[src/include/hbop_pkg.sv]
// Purpose: shared constants and carriers for the host byte order port
// Assumes: 16-bit multiplexed host data bus, byte lanes high and low
// Notes:   format strap high selects big-endian host organisation
package hbop_pkg;
   localparam int          HBOP_REG_COUNT   = 8;        // directly accessible registers
   localparam int          HBOP_ADDR_W      = 3;        // register index width
   localparam int          HBOP_CNT_W       = 16;       // dma byte count width
   localparam int          HBOP_HADDR_W     = 32;       // host dma address width
   localparam logic [15:0] HBOP_REG_RST     = 16'h0000; // register reset value
   localparam logic        HBOP_FMT_BIG     = 1'b1;     // strap level for big-endian
   localparam logic [1:0]  HBOP_BUF_DEPTH   = 2'h2;     // skid buffer entries
   localparam logic [15:0] HBOP_ONE         = 16'h0001;

   // kinds of dma work the channel carries
   typedef enum logic [3:0] {
      HBOP_K_CMD    = 4'h1,
      HBOP_K_PARAM  = 4'h2,
      HBOP_K_STATUS = 4'h4,
      HBOP_K_FRAME  = 4'h8
   } hbop_kind_t;

   // dma controller states
   typedef enum logic [2:0] {
      HBOP_S_IDLE = 3'h1,
      HBOP_S_RUN  = 3'h2,
      HBOP_S_DONE = 3'h4
   } hbop_state_t;

   // one host bus lane pair
   typedef struct packed {
      logic [7:0] high;  // host_lane_high
      logic [7:0] low;   // host_lane_low
   } hbop_lanes_t;

   // one dma beat toward the host
   typedef struct packed {
      logic [HBOP_HADDR_W-1:0] addr;
      hbop_lanes_t             lanes;
      logic                    hi_en;
      logic                    lo_en;
   } hbop_beat_t;
endpackage

[src/core/hbop_skid.sv]
// Purpose: two-entry buffer with valid and ready on both sides
// Assumes: single clock, asynchronous active-low reset
// Notes:   in_ready falls only when both entries hold data
`timescale 1ns/10ps
module hbop_skid
   import hbop_pkg::*;
#(
   parameter int W = 16
) (
   input  wire logic         clk,       // clock
   input  wire logic         reset_n,   // async reset, active low
   input  wire logic         in_valid,  // source offers word
   output logic              in_ready,  // buffer accepts word
   input  wire logic [W-1:0] in_data,   // word in
   output logic              out_valid, // word available
   input  wire logic         out_ready, // sink takes word
   output logic [W-1:0]      out_data   // word out
);
   logic [W-1:0] mem_q [2];
   logic [W-1:0] mem_d [2];
   logic         wp_q, wp_d, rp_q, rp_d;
   logic [1:0]   cnt_q, cnt_d;
   logic         push, pop;

   // pointer and count update
   always_comb begin
      push     = in_valid && (cnt_q != HBOP_BUF_DEPTH);
      pop      = out_ready && (cnt_q != 2'h0);
      mem_d    = mem_q;
      wp_d     = wp_q;
      rp_d     = rp_q;
      cnt_d    = cnt_q;
      if (push) begin
         mem_d[wp_q] = in_data;
         wp_d        = ~wp_q;
      end
      if (pop) begin
         rp_d = ~rp_q;
      end
      if (push && !pop) begin
         cnt_d = cnt_q + 2'h1;
      end else if (pop && !push) begin
         cnt_d = cnt_q - 2'h1;
      end
      in_ready  = (cnt_q != HBOP_BUF_DEPTH);
      out_valid = (cnt_q != 2'h0);
      out_data  = mem_q[rp_q];
   end

   // state registers
   always_ff @(posedge clk or negedge reset_n) begin
      if (!reset_n) begin
         mem_q[0] <= '0;
         mem_q[1] <= '0;
         wp_q     <= 1'b0;
         rp_q     <= 1'b0;
         cnt_q    <= 2'h0;
      end else begin
         mem_q <= mem_d;
         wp_q  <= wp_d;
         rp_q  <= rp_d;
         cnt_q <= cnt_d;
      end
   end
endmodule

[src/core/hbop_port.sv]
// Purpose: host-side byte lane and byte order logic of the adapter
// Assumes: host bus strobes and data synchronous to CLK
// Notes:   register access never swaps; dma swaps only in little-endian
`timescale 1ns/10ps
// Functional notes
// - eight host registers plus one dma channel
// - registers carry init, interrupt cause, adapter interrupts
// - network data moves only by dma
// - word write: high lane msb, low lane lsb
// - byte access order follows selected host format
// - dma bytes ascend from base until count
// - commands, parameters, lists fetched through dma
// - command and status blocks only by dma
// - little-endian dma swaps bytes in word
// - strap pin selects host byte order
// - no byte swap on register access
// - little-endian dma: byte n low lane
module hbop_port
   import hbop_pkg::*;
(
   input  wire logic                    CLK,           // 40 MHz clock
   input  wire logic                    RESET_N,       // async reset, active low
   input  wire logic                    FMT_STRAP,     // high: big-endian host
   input  wire logic                    REG_WR,        // register write strobe
   input  wire logic                    REG_RD,        // register read strobe
   input  wire logic [HBOP_ADDR_W-1:0]  REG_ADDR,      // register index
   input  wire logic                    REG_HI_EN,     // high lane strobe
   input  wire logic                    REG_LO_EN,     // low lane strobe
   input  wire logic [15:0]             REG_WDATA,     // {high lane, low lane}
   output logic [15:0]                  REG_RDATA,     // {high lane, low lane}
   output logic                         REG_RVALID,    // read data valid
   output logic [HBOP_REG_COUNT*16-1:0] REG_FILE,      // all register values
   input  wire logic                    DMA_START,     // start a dma run
   input  wire logic [3:0]              DMA_KIND,      // work kind, one-hot
   input  wire logic [HBOP_HADDR_W-1:0] DMA_BASE,      // host base address
   input  wire logic [HBOP_CNT_W-1:0]   DMA_COUNT,     // bytes to move
   input  wire logic                    SRC_VALID,     // adapter word offered
   output logic                         SRC_READY,     // adapter word taken
   input  wire logic [15:0]             SRC_DATA,      // byte n msb, byte n+1 lsb
   output logic                         HOST_VALID,    // host beat valid
   input  wire logic                    HOST_READY,    // host accepts beat
   output logic [HBOP_HADDR_W-1:0]      HOST_ADDR,     // host byte address
   output logic [15:0]                  HOST_LANES,    // {high lane, low lane}
   output logic                         HOST_HI_EN,    // high lane used
   output logic                         HOST_LO_EN,    // low lane used
   output logic                         BIG_ENDIAN,    // latched host format
   output logic                         DMA_BUSY,      // dma run in progress
   output logic                         DMA_DONE       // one-cycle run end
);
   logic [15:0]             regs_q [HBOP_REG_COUNT];
   logic [15:0]             regs_d [HBOP_REG_COUNT];
   logic [15:0]             rdata_q, rdata_d;
   logic                    rvalid_q, rvalid_d;
   logic                    byte_half_q, byte_half_d;
   logic                    strap_taken_q, strap_taken_d;
   logic                    big_q, big_d;
   hbop_state_t             st_q, st_d;
   logic [HBOP_HADDR_W-1:0] addr_q, addr_d;
   logic [HBOP_CNT_W-1:0]   left_q, left_d;
   logic                    done_q, done_d;
   hbop_beat_t              beat;
   hbop_beat_t              out_beat;
   logic                    buf_in_ready;
   logic                    buf_out_valid;
   logic                    take;
   logic [15:0]             byte_pack;
   logic [7:0]              bsel;

   // register access: lanes map straight, no swap in either format
   always_comb begin
      regs_d      = regs_q;
      rdata_d     = rdata_q;
      rvalid_d    = REG_RD;
      byte_half_d = byte_half_q;
      bsel        = REG_HI_EN ? REG_WDATA[15:8] : REG_WDATA[7:0];
      if (REG_WR && REG_HI_EN && REG_LO_EN) begin
         regs_d[REG_ADDR] = REG_WDATA;
         byte_half_d      = 1'b0;
      end else if (REG_WR) begin
         // byte host: offset +0 first, meaning depends on format
         if (byte_half_q == 1'b0) begin
            if (big_q) begin
               regs_d[REG_ADDR][15:8] = bsel;
            end else begin
               regs_d[REG_ADDR][7:0] = bsel;
            end
         end else begin
            if (big_q) begin
               regs_d[REG_ADDR][7:0] = bsel;
            end else begin
               regs_d[REG_ADDR][15:8] = bsel;
            end
         end
         byte_half_d = ~byte_half_q;
      end
      if (REG_RD) begin
         rdata_d = regs_q[REG_ADDR];
      end
   end

   // strap caught on the first clock after reset release
   always_comb begin
      strap_taken_d = 1'b1;
      big_d         = strap_taken_q ? big_q : (FMT_STRAP == HBOP_FMT_BIG);
   end

   // dma sequencer: ascending bytes from base until count
   always_comb begin
      st_d   = st_q;
      addr_d = addr_q;
      left_d = left_q;
      done_d = 1'b0;
      take   = 1'b0;
      case (st_q)
         HBOP_S_IDLE: begin
            // commands, parameters, blocks and frames all use this path
            if (DMA_START && DMA_KIND != 4'h0 && DMA_COUNT != '0) begin
               addr_d = DMA_BASE;
               left_d = DMA_COUNT;
               st_d   = HBOP_S_RUN;
            end
         end
         HBOP_S_RUN: begin
            take = SRC_VALID && buf_in_ready;
            if (take) begin
               if (left_q == HBOP_ONE || addr_q[0]) begin
                  addr_d = addr_q + HBOP_HADDR_W'(1);
                  left_d = left_q - HBOP_ONE;
               end else begin
                  addr_d = addr_q + HBOP_HADDR_W'(2);
                  left_d = left_q - 16'h0002;
               end
               if (left_d == '0) begin
                  st_d = HBOP_S_DONE;
               end
            end
         end
         HBOP_S_DONE: begin
            done_d = 1'b1;
            st_d   = HBOP_S_IDLE;
         end
         default: st_d = HBOP_S_IDLE;
      endcase
   end

   // lane placement: swap within the word only for little-endian dma
   always_comb begin
      byte_pack = big_q ? SRC_DATA : {SRC_DATA[7:0], SRC_DATA[15:8]};
      beat.addr  = addr_q;
      beat.lanes = byte_pack;
      if (left_q == HBOP_ONE || addr_q[0]) begin
         // single byte: even address is high lane if big, low lane if little
         beat.lanes = {SRC_DATA[15:8], SRC_DATA[15:8]};
         beat.hi_en = (addr_q[0] != big_q);
         beat.lo_en = (addr_q[0] == big_q);
      end else begin
         beat.hi_en = 1'b1;
         beat.lo_en = 1'b1;
      end
   end

   hbop_skid #(
      .W($bits(hbop_beat_t))
   ) u_skid (
      .clk       (CLK),
      .reset_n   (RESET_N),
      .in_valid  (take),
      .in_ready  (buf_in_ready),
      .in_data   (beat),
      .out_valid (buf_out_valid),
      .out_ready (HOST_READY),
      .out_data  (out_beat)
   );

   // state registers
   always_ff @(posedge CLK or negedge RESET_N) begin
      if (!RESET_N) begin
         for (int i = 0; i < HBOP_REG_COUNT; i++) begin
            regs_q[i] <= HBOP_REG_RST;
         end
         rdata_q       <= 16'h0000;
         rvalid_q      <= 1'b0;
         byte_half_q   <= 1'b0;
         strap_taken_q <= 1'b0;
         big_q         <= 1'b1;
         st_q          <= HBOP_S_IDLE;
         addr_q        <= '0;
         left_q        <= '0;
         done_q        <= 1'b0;
      end else begin
         regs_q        <= regs_d;
         rdata_q       <= rdata_d;
         rvalid_q      <= rvalid_d;
         byte_half_q   <= byte_half_d;
         strap_taken_q <= strap_taken_d;
         big_q         <= big_d;
         st_q          <= st_d;
         addr_q        <= addr_d;
         left_q        <= left_d;
         done_q        <= done_d;
      end
   end

   // output drive; skid outputs are flop-held inside the buffer
   always_comb begin
      for (int i = 0; i < HBOP_REG_COUNT; i++) begin
         REG_FILE[i*16 +: 16] = regs_q[i];
      end
      REG_RDATA  = rdata_q;
      REG_RVALID = rvalid_q;
      SRC_READY  = (st_q == HBOP_S_RUN) && buf_in_ready;
      HOST_VALID = buf_out_valid;
      HOST_ADDR  = out_beat.addr;
      HOST_LANES = out_beat.lanes;
      HOST_HI_EN = out_beat.hi_en;
      HOST_LO_EN = out_beat.lo_en;
      BIG_ENDIAN = big_q;
      DMA_BUSY   = (st_q != HBOP_S_IDLE);
      DMA_DONE   = done_q;
   end

   a_word_write_lanes: assert property (@(posedge CLK) disable iff (!RESET_N)
      (REG_WR && REG_HI_EN && REG_LO_EN) |=> regs_q[$past(REG_ADDR)] == $past(REG_WDATA))
      else $error("word write lane mapping wrong");
   a_read_lanes: assert property (@(posedge CLK) disable iff (!RESET_N)
      (REG_RD && !REG_WR) |=> (REG_RVALID && REG_RDATA == regs_q[$past(REG_ADDR)]))
      else $error("read lane mapping wrong");
   a_format_held: assert property (@(posedge CLK) disable iff (!RESET_N)
      strap_taken_q |=> $stable(big_q))
      else $error("host format changed after reset");
   a_dma_swap: assert property (@(posedge CLK) disable iff (!RESET_N)
      (!big_q && take && beat.hi_en && beat.lo_en) |-> beat.lanes == {SRC_DATA[7:0], SRC_DATA[15:8]})
      else $error("little-endian dma not swapped");
   a_dma_noswap: assert property (@(posedge CLK) disable iff (!RESET_N)
      (big_q && take && beat.hi_en && beat.lo_en) |-> beat.lanes == SRC_DATA)
      else $error("big-endian dma swapped");
   a_single_lane: assert property (@(posedge CLK) disable iff (!RESET_N)
      (take && !(beat.hi_en && beat.lo_en))
      |-> (beat.hi_en == (addr_q[0] != big_q) && beat.hi_en != beat.lo_en
           && (beat.hi_en ? beat.lanes.high : beat.lanes.low) == SRC_DATA[15:8]))
      else $error("single dma byte on wrong lane");
   a_dma_ascend: assert property (@(posedge CLK) disable iff (!RESET_N)
      (take && st_d == HBOP_S_RUN) |=> addr_q > $past(addr_q))
      else $error("dma address not ascending");
   a_dma_ends: assert property (@(posedge CLK) disable iff (!RESET_N)
      (st_q == HBOP_S_DONE) |=> (DMA_DONE && !DMA_BUSY))
      else $error("dma run end not signalled");
   a_byte_order: assert property (@(posedge CLK) disable iff (!RESET_N)
      (REG_WR && !(REG_HI_EN && REG_LO_EN) && !byte_half_q && big_q)
      |=> regs_q[$past(REG_ADDR)][15:8] == $past(bsel))
      else $error("big-endian first byte not msb");
endmodule

[config.mk]
export PLATFORM = sky130hd
export DESIGN_NAME = hbop_port
export DESIGN_NICKNAME = d
export VERILOG_FILES = /design/src/include/hbop_pkg.sv /design/src/core/hbop_skid.sv /design/src/core/hbop_port.sv
export SDC_FILE = /design/constraint.sdc
export NUM_CORES = 1
export LEC_CHECK = 0
export BUFFER_PORTS_ARGS = -buffer_cell sky130_fd_sc_hd__buf_4
export CAP_MARGIN = 20
export CORE_ASPECT_RATIO = 1.5
export CORE_MARGIN = 3
export CORE_UTILIZATION = 27
export CTS_CLUSTER_DIAMETER = 120
export DETAILED_ROUTE_END_ITERATION = 7
export PLACE_DENSITY_LB_ADDON = 0.15
export SLEW_MARGIN = 20
export SYNTH_ARGS = -nofsm -noshare
export SYNTH_HDL_FRONTEND = slang
export SYNTH_HIERARCHICAL = 1
export SYNTH_SLANG_ARGS = --single-unit
export TNS_END_PERCENT = 30
[constraint.sdc]
create_clock -name CLK -period 3 [get_ports CLK]
set_clock_uncertainty 0.1 [all_clocks]
set_input_delay 0.15 -clock CLK [delete_from_list [all_inputs] [get_ports CLK]]
set_output_delay 0.15 -clock CLK [all_outputs]
set_load 0.01 [all_outputs]
==> flow_results.org, run 1 <==
** Layout
- In the final design database the tool counted 2083 nets.
- In the final layout, the share of cells above drive strength 1 is 0.327.
- After the flow finishes, the layout carries non-filler instances totaling 2799.
- From synthesis to final layout, the design area changed by 32.6%.

** Clock tree
- CTS saw 304 sinks.
- Clk Latency, worst-skew pair :: 0.55 ns
- H-tree levels :: 2
- Clock-pin slew of the registers on the worst-case setup and hold paths :: 0.07 ns
- Buffer levels on the longest clock path :: 3
- The tree is rooted in a clkbuf_16.
- Clock tree from TritonCTS :: yes
- TritonCTS created 37 clock buffers.

** Global route
- The first global-routing pass estimated 107000 um of wire.
- Number of antenna violations at the first check in global routing :: 1
- After global routing the overflow that remains totals 0.
- Total routing usage reported by global routing :: 0.216
- The via count of the first global-routing pass came to 15.4k.
- Entering global routing, the biggest net connects 73 pins.

** STA
- Max Slew Vio Count :: 0
- Clock period minus worst slack :: 2.72 ns
- Derived from the worst setup path, the maximum achievable clock frequency is 367 MHz.
- Adding up every negative setup slack in the final design gives 0 ns.
- Headroom to the max-slew limit came out at 0.301.
- Number of setup violations in the final report :: 0
- Setup repair after global routing left no endpoint under its margin.
- The final number of hold-violating endpoints is 0.
- Measured slew at the worst slew-check pin :: 1.04 ns
- In the finished design, the share of the clock period the worst path needs comes to 0.908.

** Power
- Clock network fraction of total power :: 0.231
- Combinational cell fraction of total power :: 0.411
- IR drop worst, VDD :: 506 uV
- Summed over all cells, the static leakage comes to 0.00976 uW.
- Internal portion of total power :: 12500 uW
- Switching portion of total power :: 0.375
- Of the total power, registers draw 0.358.
- In this run the power spent charging and discharging nets is 7520 uW.
- For this design the ratio of total power to cell area is 904 mW/mm2.

** Die
- Standard cell core area :: 0.0612 mm2
- In this run the core area contains 111 standard-cell rows.
- In this run the count of I/O pins placed on the die edge is 297.
- For this configuration, the core starts out at a cell density of 0.273.
- Chip Width :: 209 um
- Die area :: 0.0650 mm2
- The die is 311 um tall.

** Synth
- Top cells by area in the synthesized netlist :: dfrtp_1 45%, mux2_4 9.1%, mux2_2 6.4%
- Fraction of registers with async set or reset after synthesis :: 1.00
- Synthesized net count :: 1707
- Most used DFF post-synth :: dfrtp_1
- Flip-flop and latch count after synthesis :: 304
- By count the netlist is led by 302 x dfrtp_1, 182 x nor2_1, 112 x o22ai_1.
- Synth Cell Area :: 0.0167 mm2
- During synthesis, Yosys emitted a total of 6 warnings.
- Top cell type by total area after synthesis :: dfrtp_1
- The synthesized design contains 0 enable-type register cells.
- Portion of the post-synthesis area used by sequential elements :: 0.455
- Counting every instance in the synthesized netlist gives 1603.
- By instance count, the leading cell after synthesis is dfrtp_1.
- The netlist uses 77 different library cells.
- Avg Inst Size Synth :: 10.4 um2
- Portion of synthesized cell area occupied by the leading cell type :: 0.452

** Worst setup path
- The critical path ends at addr_q[28].
- The worst setup path is captured at a flip-flop.
- STA classifies the critical path startpoint as a flip-flop.
- At the worst endpoint, the required time is 3.34 ns.
- Along the worst path, the maximum fanout reaches 10.
- Class of the most critical setup path :: reg -> reg
- Worst reg-to-reg setup slack :: 0.28 ns
- In this run the critical register-to-register path is launched from left_q[1].
- For the worst flop-to-flop path, the logic depth is 11.
- Tracing the worst setup path back leads to its startpoint at left_q[1].
- The endpoint identified for the worst register-to-register timing path is addr_q[28].
- Arrival time at the worst endpoint :: 3.06 ns

** Place
- The congestion estimate from routability-driven global placement came to 0.908.
- HPWL reported at the end of detailed placement :: 54100 um
- Port buffering added 296 buffers.
- Counting tap cells, the placed design contains a total of 2643 instances.

** Drt
- Residual DRC :: 0
- For this run, the detailed router's first-pass iteration total came to 5.
- After detailed routing, the number of vias per cell comes to 5.40.
- Final Routed Wirelength :: 72100 um
- The first routing iteration left 1009 violations.
- Dividing the detail-routed wire length by the instance count gives 25.7 um.
- In this run the remaining antenna-violating nets after routing total 0.
- Overall via count from detail_route :: 15.1k

** Hold path
- The tightest min-delay check is of the in -> async type.

** Run status
- The run finished with clean final reports.

** Flow run
- Max-cap violations :: 0
==> logic make-up (layout without fill, tap and decap cells) <==
kind of cell	after synthesis	count (layout)	share of synthesized area
other	1	2	0.000224
AND/OR/NAND/NOR	397	397	0.111
multiplexers	224	224	0.172
flip-flops	304	304	0.455
AO/OA/AOI/OAI	522	522	0.207
XOR/XNOR	13	13	0.00681
buffers and inverters	135	539	0.0421
adder cells (fa/ha/maj)	7	7	0.00524
==> how the worst min path moves through the flow <==
stage / startpoint / to / slack (ns) / cells after the start
global route: REG_ADDR[1] / REG_RDATA[0] / 0.07 / 3
finish: RESET_N / DMA_DONE / 0.07 / 2
CTS: REG_ADDR[1] / REG_RDATA[0] / 0.02 / 3
global placement: RESET_N / DMA_DONE / 0.09 / 1
detailed placement: RESET_N / DMA_DONE / 0.1 / 1
floorplan: RESET_N / DMA_DONE / -0.25 / 0
==> per-stage QoR <==
stage / setup WS (ns) / hold WS, ns / cell area, um2 / utilization / total power [uW]
3_3_place_gp: 0.288 / 0.0909 / 20100 / 0.327 / 15400
2_1_floorplan: 0.530 / -0.246 / 16700 / - / 11500
6_report: 0.275 / 0.0696 / 22200 / 0.362 / 20000
4_1_cts: 0.221 / 0.0198 / 22200 / 0.362 / 20300
3_5_place_dp: 0.248 / 0.0998 / 20100 / 0.327 / 15400
5_1_grt: 0.0496 / 0.0693 / 22200 / 0.362 / 21200
==> layer usage <==
| layer | track usage | up-vias | part of all wire |
|---|---|---|---|
| met5 | 0 | - | 0 |
| met4 | 0.128 | 0 | 0.068 |
| met3 | 0.0354 | 160 | 0.054 |
| met2 | 0.384 | 640 | 0.51 |
| met1 | 0.241 | 7515 | 0.36 |
| li1 | - | 6801 | - |
==> sequential cells by signal (all words and copies together) (netlist names), 2 cells and up <==
register and cells:
REG_FILE 128, REG_RDATA 16, addr_q 32, left_q 16, st_q 3, u_skid/cnt_q 2, u_skid/mem_q 100
==> power by group through the flow <==
stage          clock network [uW]  registers [uW]  logic, uW
2_1_floorplan                   0            6700       4800
3_3_place_gp                    0            7210       8170
3_5_place_dp                    0            7230       8220
4_1_cts                      4790            7180       8340
5_1_grt                      4940            7350       8930
6_report                     4640            7170       8240
==> repair_timing <==
action	in CTS	in global routing
endpoints found under the setup margin	0	1
buffers inserted	0	0
resized for setup	0	1
endpoints found under the hold margin	207	0
hold buffers	88	0
==> cell type report <==
class                      instances  area [um2]
fill                            6154       39100
multi-input combinational       1164        8430
sequential                       304        7610
timing repair buffer             461        3860
clock buffer                      51        1060
tap                              791         990
clock inverter                    16         169
inverter                          11        41.3
antenna                            1        2.50
==> worst max-delay path, cell delays in order, from the launching register on <==
cell,delay (ns)
dfrtp_1,0.40
inv_1,0.15
ha_1,0.17
nor4b_4,0.31
a41o_1,0.31
buf_4,0.18
mux2_4,0.31
nand4_2,0.11
buf_4,0.18
o31a_1,0.14
nor2_1,0.04
o22a_1,0.19
==> placed cells by master, fill, tap and decap left out, types with 5 or more instances in the layout <==
cell / Yosys / routed
o22a_1: 104 / 104
dfrtp_1: 302 / 301
ha_1: 7 / 7
dlygate4sd3_1: 0 / 88
clkinv_2: 0 / 9
a211oi_1: 6 / 6
nor2_1: 182 / 181
inv_1: 10 / 10
buf_4: 0 / 358
nand3_1: 32 / 32
a21oi_1: 83 / 83
a22oi_1: 11 / 11
mux2_2: 95 / 95
or3_1: 5 / 5
nor3_1: 15 / 15
o21a_1: 5 / 5
mux2i_1: 27 / 27
a221oi_1: 14 / 13
clkbuf_16: 0 / 39
o21ai_0: 103 / 103
o22ai_1: 112 / 112
xor2_1: 9 / 9
mux2_4: 101 / 101
nand4_1: 9 / 9
nor4_1: 11 / 11
and3_1: 7 / 6
clkbuf_1: 85 / 8
nor2b_1: 6 / 6
and2_1: 10 / 10
a31oi_1: 44 / 44
or4_1: 6 / 6
nand2_1: 90 / 89
buf_12: 5 / 14
No activity file was read; power rests on OpenSTA's default activity.
==> inputs of run 2 (changes only) <==
--- a/config.mk
+++ b/config.mk
@@ -5,7 +5,7 @@
 export SDC_FILE = /design/constraint.sdc
 export NUM_CORES = 1
 export LEC_CHECK = 0
-export BUFFER_PORTS_ARGS = -buffer_cell sky130_fd_sc_hd__buf_4
+export BUFFER_PORTS_ARGS = -buffer_cell sky130_fd_sc_hd__buf_2
 export CAP_MARGIN = 20
 export CORE_ASPECT_RATIO = 1.5
 export CORE_MARGIN = 3
==> run 2 against run 1 <==
Setup slack worse by 0.037 ns. Clock power down 4.7%. Via count about the same. Die area unchanged. Worst hold slack better by 0.023 ns. First-iteration DRC count down 2.2%. Combinational power down 7.4%. Register-to-register slack worse by 0.04 ns. Sequential cell count unchanged. Final area down 3.7%.
==> flow_results.org, run 2 (synthesized netlist as in run 1, its figures left out) <==
** Worst setup path
- Critical path peak fanout :: 10
- Crit end category :: flip-flop
- CP max stage delay :: 0.40 ns
- Arrival time at the worst endpoint :: 3.10 ns
- In this run the worst setup path begins at left_q[1].
- Number of cells on the worst reg-to-reg path :: 11
- By instance count, the cell type seen most on the critical path is buf_4.
- Last element of the critical path :: addr_q[28]
- The endpoint identified for the worst register-to-register timing path is addr_q[28].
- Kind of start point of the critical path :: flip-flop
- Crit-path slowest cell :: dfrtp_1
- For flop-to-flop paths, the worst setup slack is 0.24 ns.
- Class of the most critical setup path :: reg -> reg
- Start of the worst register-to-register path :: left_q[1]
- At the worst endpoint, the required time is 3.33 ns.
- The signal on the critical path passes through inv_1 > ha_1 > nor4b_4 > a41o_1 > buf_4 > mux2_4 > nand4_2 > buf_4 > o31a_1 > nor2_1 > o22a_1.

** STA
- The final number of hold-violating endpoints is 0.
- Number of setup violations in the final report :: 0
- Setup repair after global routing left no endpoint under its margin.
- Timing would allow up to 362 MHz.
- Dividing the final minimum period by the clock period gives 0.921.
- Max Slew Vio Count :: 0
- Setup Total Neg Slack :: 0 ns
- Measured against its own limit, the worst slew margin works out to 0.304.
- Measured slew at the worst slew-check pin :: 1.04 ns
- Clock period minus worst slack :: 2.76 ns

** Drt
- The routed layout has 15.1k vias.
- Dividing the detail-routed via count by the number of cells gives 5.40.
- Summed over all layers, the routed wires come to 72000 um.
- Average routed wire per standard cell :: 25.7 um
- Antenna Violating Nets Remaining :: 0
- After the first detailed-routing iteration, the DRC count stood at 987.
- Residual DRC :: 0
- Before antenna repair, the detailed router went through 5 iterations.

** Layout
- Leaving out fill and tap cells, the most frequent cell in the layout is dfrtp_1.
- Fraction of layout instances using a drive strength above 1 :: 0.328
- Cell area after layout :: 0.0213 mm2
- From synthesis to final layout, the design area changed by 27.7%.
- 0 antenna diodes ended up in the layout.
- Max reg flops :: 128
- In the layout the commonest cells are 301 x dfrtp_1, 295 x buf_2, 181 x nor2_1, 112 x o22ai_1, 104 x o22a_1.
- Total number of nets in the final design :: 2089

** Die
- Standard cell core area :: 0.0612 mm2
- After floorplanning, the core was divided into 111 placement rows.
- The die covers 0.0650 mm2.
- Top-Level Pins :: 297
- In this run the horizontal extent of the chip is 209 um.
- Measured along the y axis, the die boundary spans 311 um.
- Initial standard-cell utilization of the core :: 0.273

** Clock tree
- After clock tree synthesis, the setup repair step added 0 buffers.
- At the later pin of the worst-skew pair, clock insertion delay measures 0.55 ns.
- TritonCTS built the clock tree.
- Number of sinks handled by clock tree synthesis :: 304
- CTS root buf :: clkbuf_16
- Buffer levels on the longest clock path :: 3
- After clock tree synthesis, the clock-pin slew on the worst setup and hold paths is 0.07 ns.
- Clock tree synthesis inserted a total of 36 buffers.
- The H-tree was split into 2 levels.

** Global route
- Global-route wire length before repair :: 106000 um
- Routing usage on met2 :: 0.385
- Number of antenna violations at the first check in global routing :: 0
- GRT overflow :: 0
- met2 is the most crowded layer.
- Entering global routing, the biggest net connects 79 pins.
- Total routing usage reported by global routing :: 0.215
- GR Util met1 :: 0.233
- For met3 alone, demand over resource in global routing was 0.0347.
- The via count of the first global-routing pass is 15.7k.

** Flow run
- Max-cap violations :: 0

** Place
- The congestion estimate from routability-driven global placement came to 0.936.
- PortBufs :: 296
- The wire-length estimate of the detail-placed layout is 54100 um.
- Total placed instance area :: 0.0193 mm2

** Power
- IR drop worst, VDD :: 527 uV
- In this run the power density over the cells is 902 mW/mm2.
- In this run the static leakage power is 0.00958 uW.

** Run status
- Outcome :: complete, no violations

** Hold path
- HP Class :: in -> async
## run 2: changes by cell type in the layout (fill, tap and decap cells not counted), sizes merged
cell | previous run | this run
inv | 11 | 10
clkbuf | 51 | 53
dlygate4sd3 | 88 | 87
clkinv | 12 | 7
diode | 1 | 0
bufinv | 3 | 1
buf | 373 | 381
## run 2: critical path: cells and delay by family, from the launching register on
family	cells	cell delay (ns)
compound gates	3	0.65
buf+inv	3	0.52
simple gates	3	0.46
flops	1	0.40
mux	1	0.31
fa+ha+maj	1	0.19
## run 2: cell type report
cell class,instances,area [um2]
clock buffers,53,1070
flip-flops and latches,304,7610
inverters,11,41.3
repair buffers,468,3130
fillers,6232,39900
well taps,791,990
multi-input cells,1164,8430
clock inverters,8,78.8
## run 2: per-stage QoR
step / instances / power (uW) / setup WS [ns] / hold WS (ns) / util
after floorplan: 1603 / 11500 / 0.530 / -0.246 / -
after global placement: 2651 / 14800 / 0.311 / 0.110 / 0.316
after detailed placement: 2651 / 14900 / 0.273 / 0.110 / 0.316
after CTS: 2799 / 19500 / 0.238 / 0.0574 / 0.348
after global routing: 2799 / 20400 / 0.0409 / 0.0895 / 0.348
final: 2799 / 19300 / 0.238 / 0.0930 / 0.348
## run 2: metal layers
layer	up-vias	share of wire
li1	6803	-
met1	7517	0.36
met2	638	0.51
met3	170	0.054
met4	0	0.075
met5	-	0
## run 2: worst min path at each step
stage                           to  slack (ns)  cells after the start       from
after floorplan           DMA_DONE       -0.25                      0    RESET_N
after global placement    DMA_DONE        0.11                      1    RESET_N
after detailed placement  DMA_DONE        0.11                      1    RESET_N
after CTS                  st_q[1]        0.06                      4  DMA_START
after global routing       st_q[1]        0.09                      4  DMA_START
final                     DMA_DONE        0.09                      2    RESET_N
## run 2: where the power goes
part           leakage (uW)  switching [uW]  internal (uW)
clock              0.000563            1870           2550
sequential          0.00382            1650           5550
combinational       0.00520            3910           3730
total               0.00958            7430          11800
## run 2: what timing repair did
item / CTS / global route
endpoints found under the hold margin: 193 / 0
hold buffers: 87 / 0
resized for setup: 0 / 0
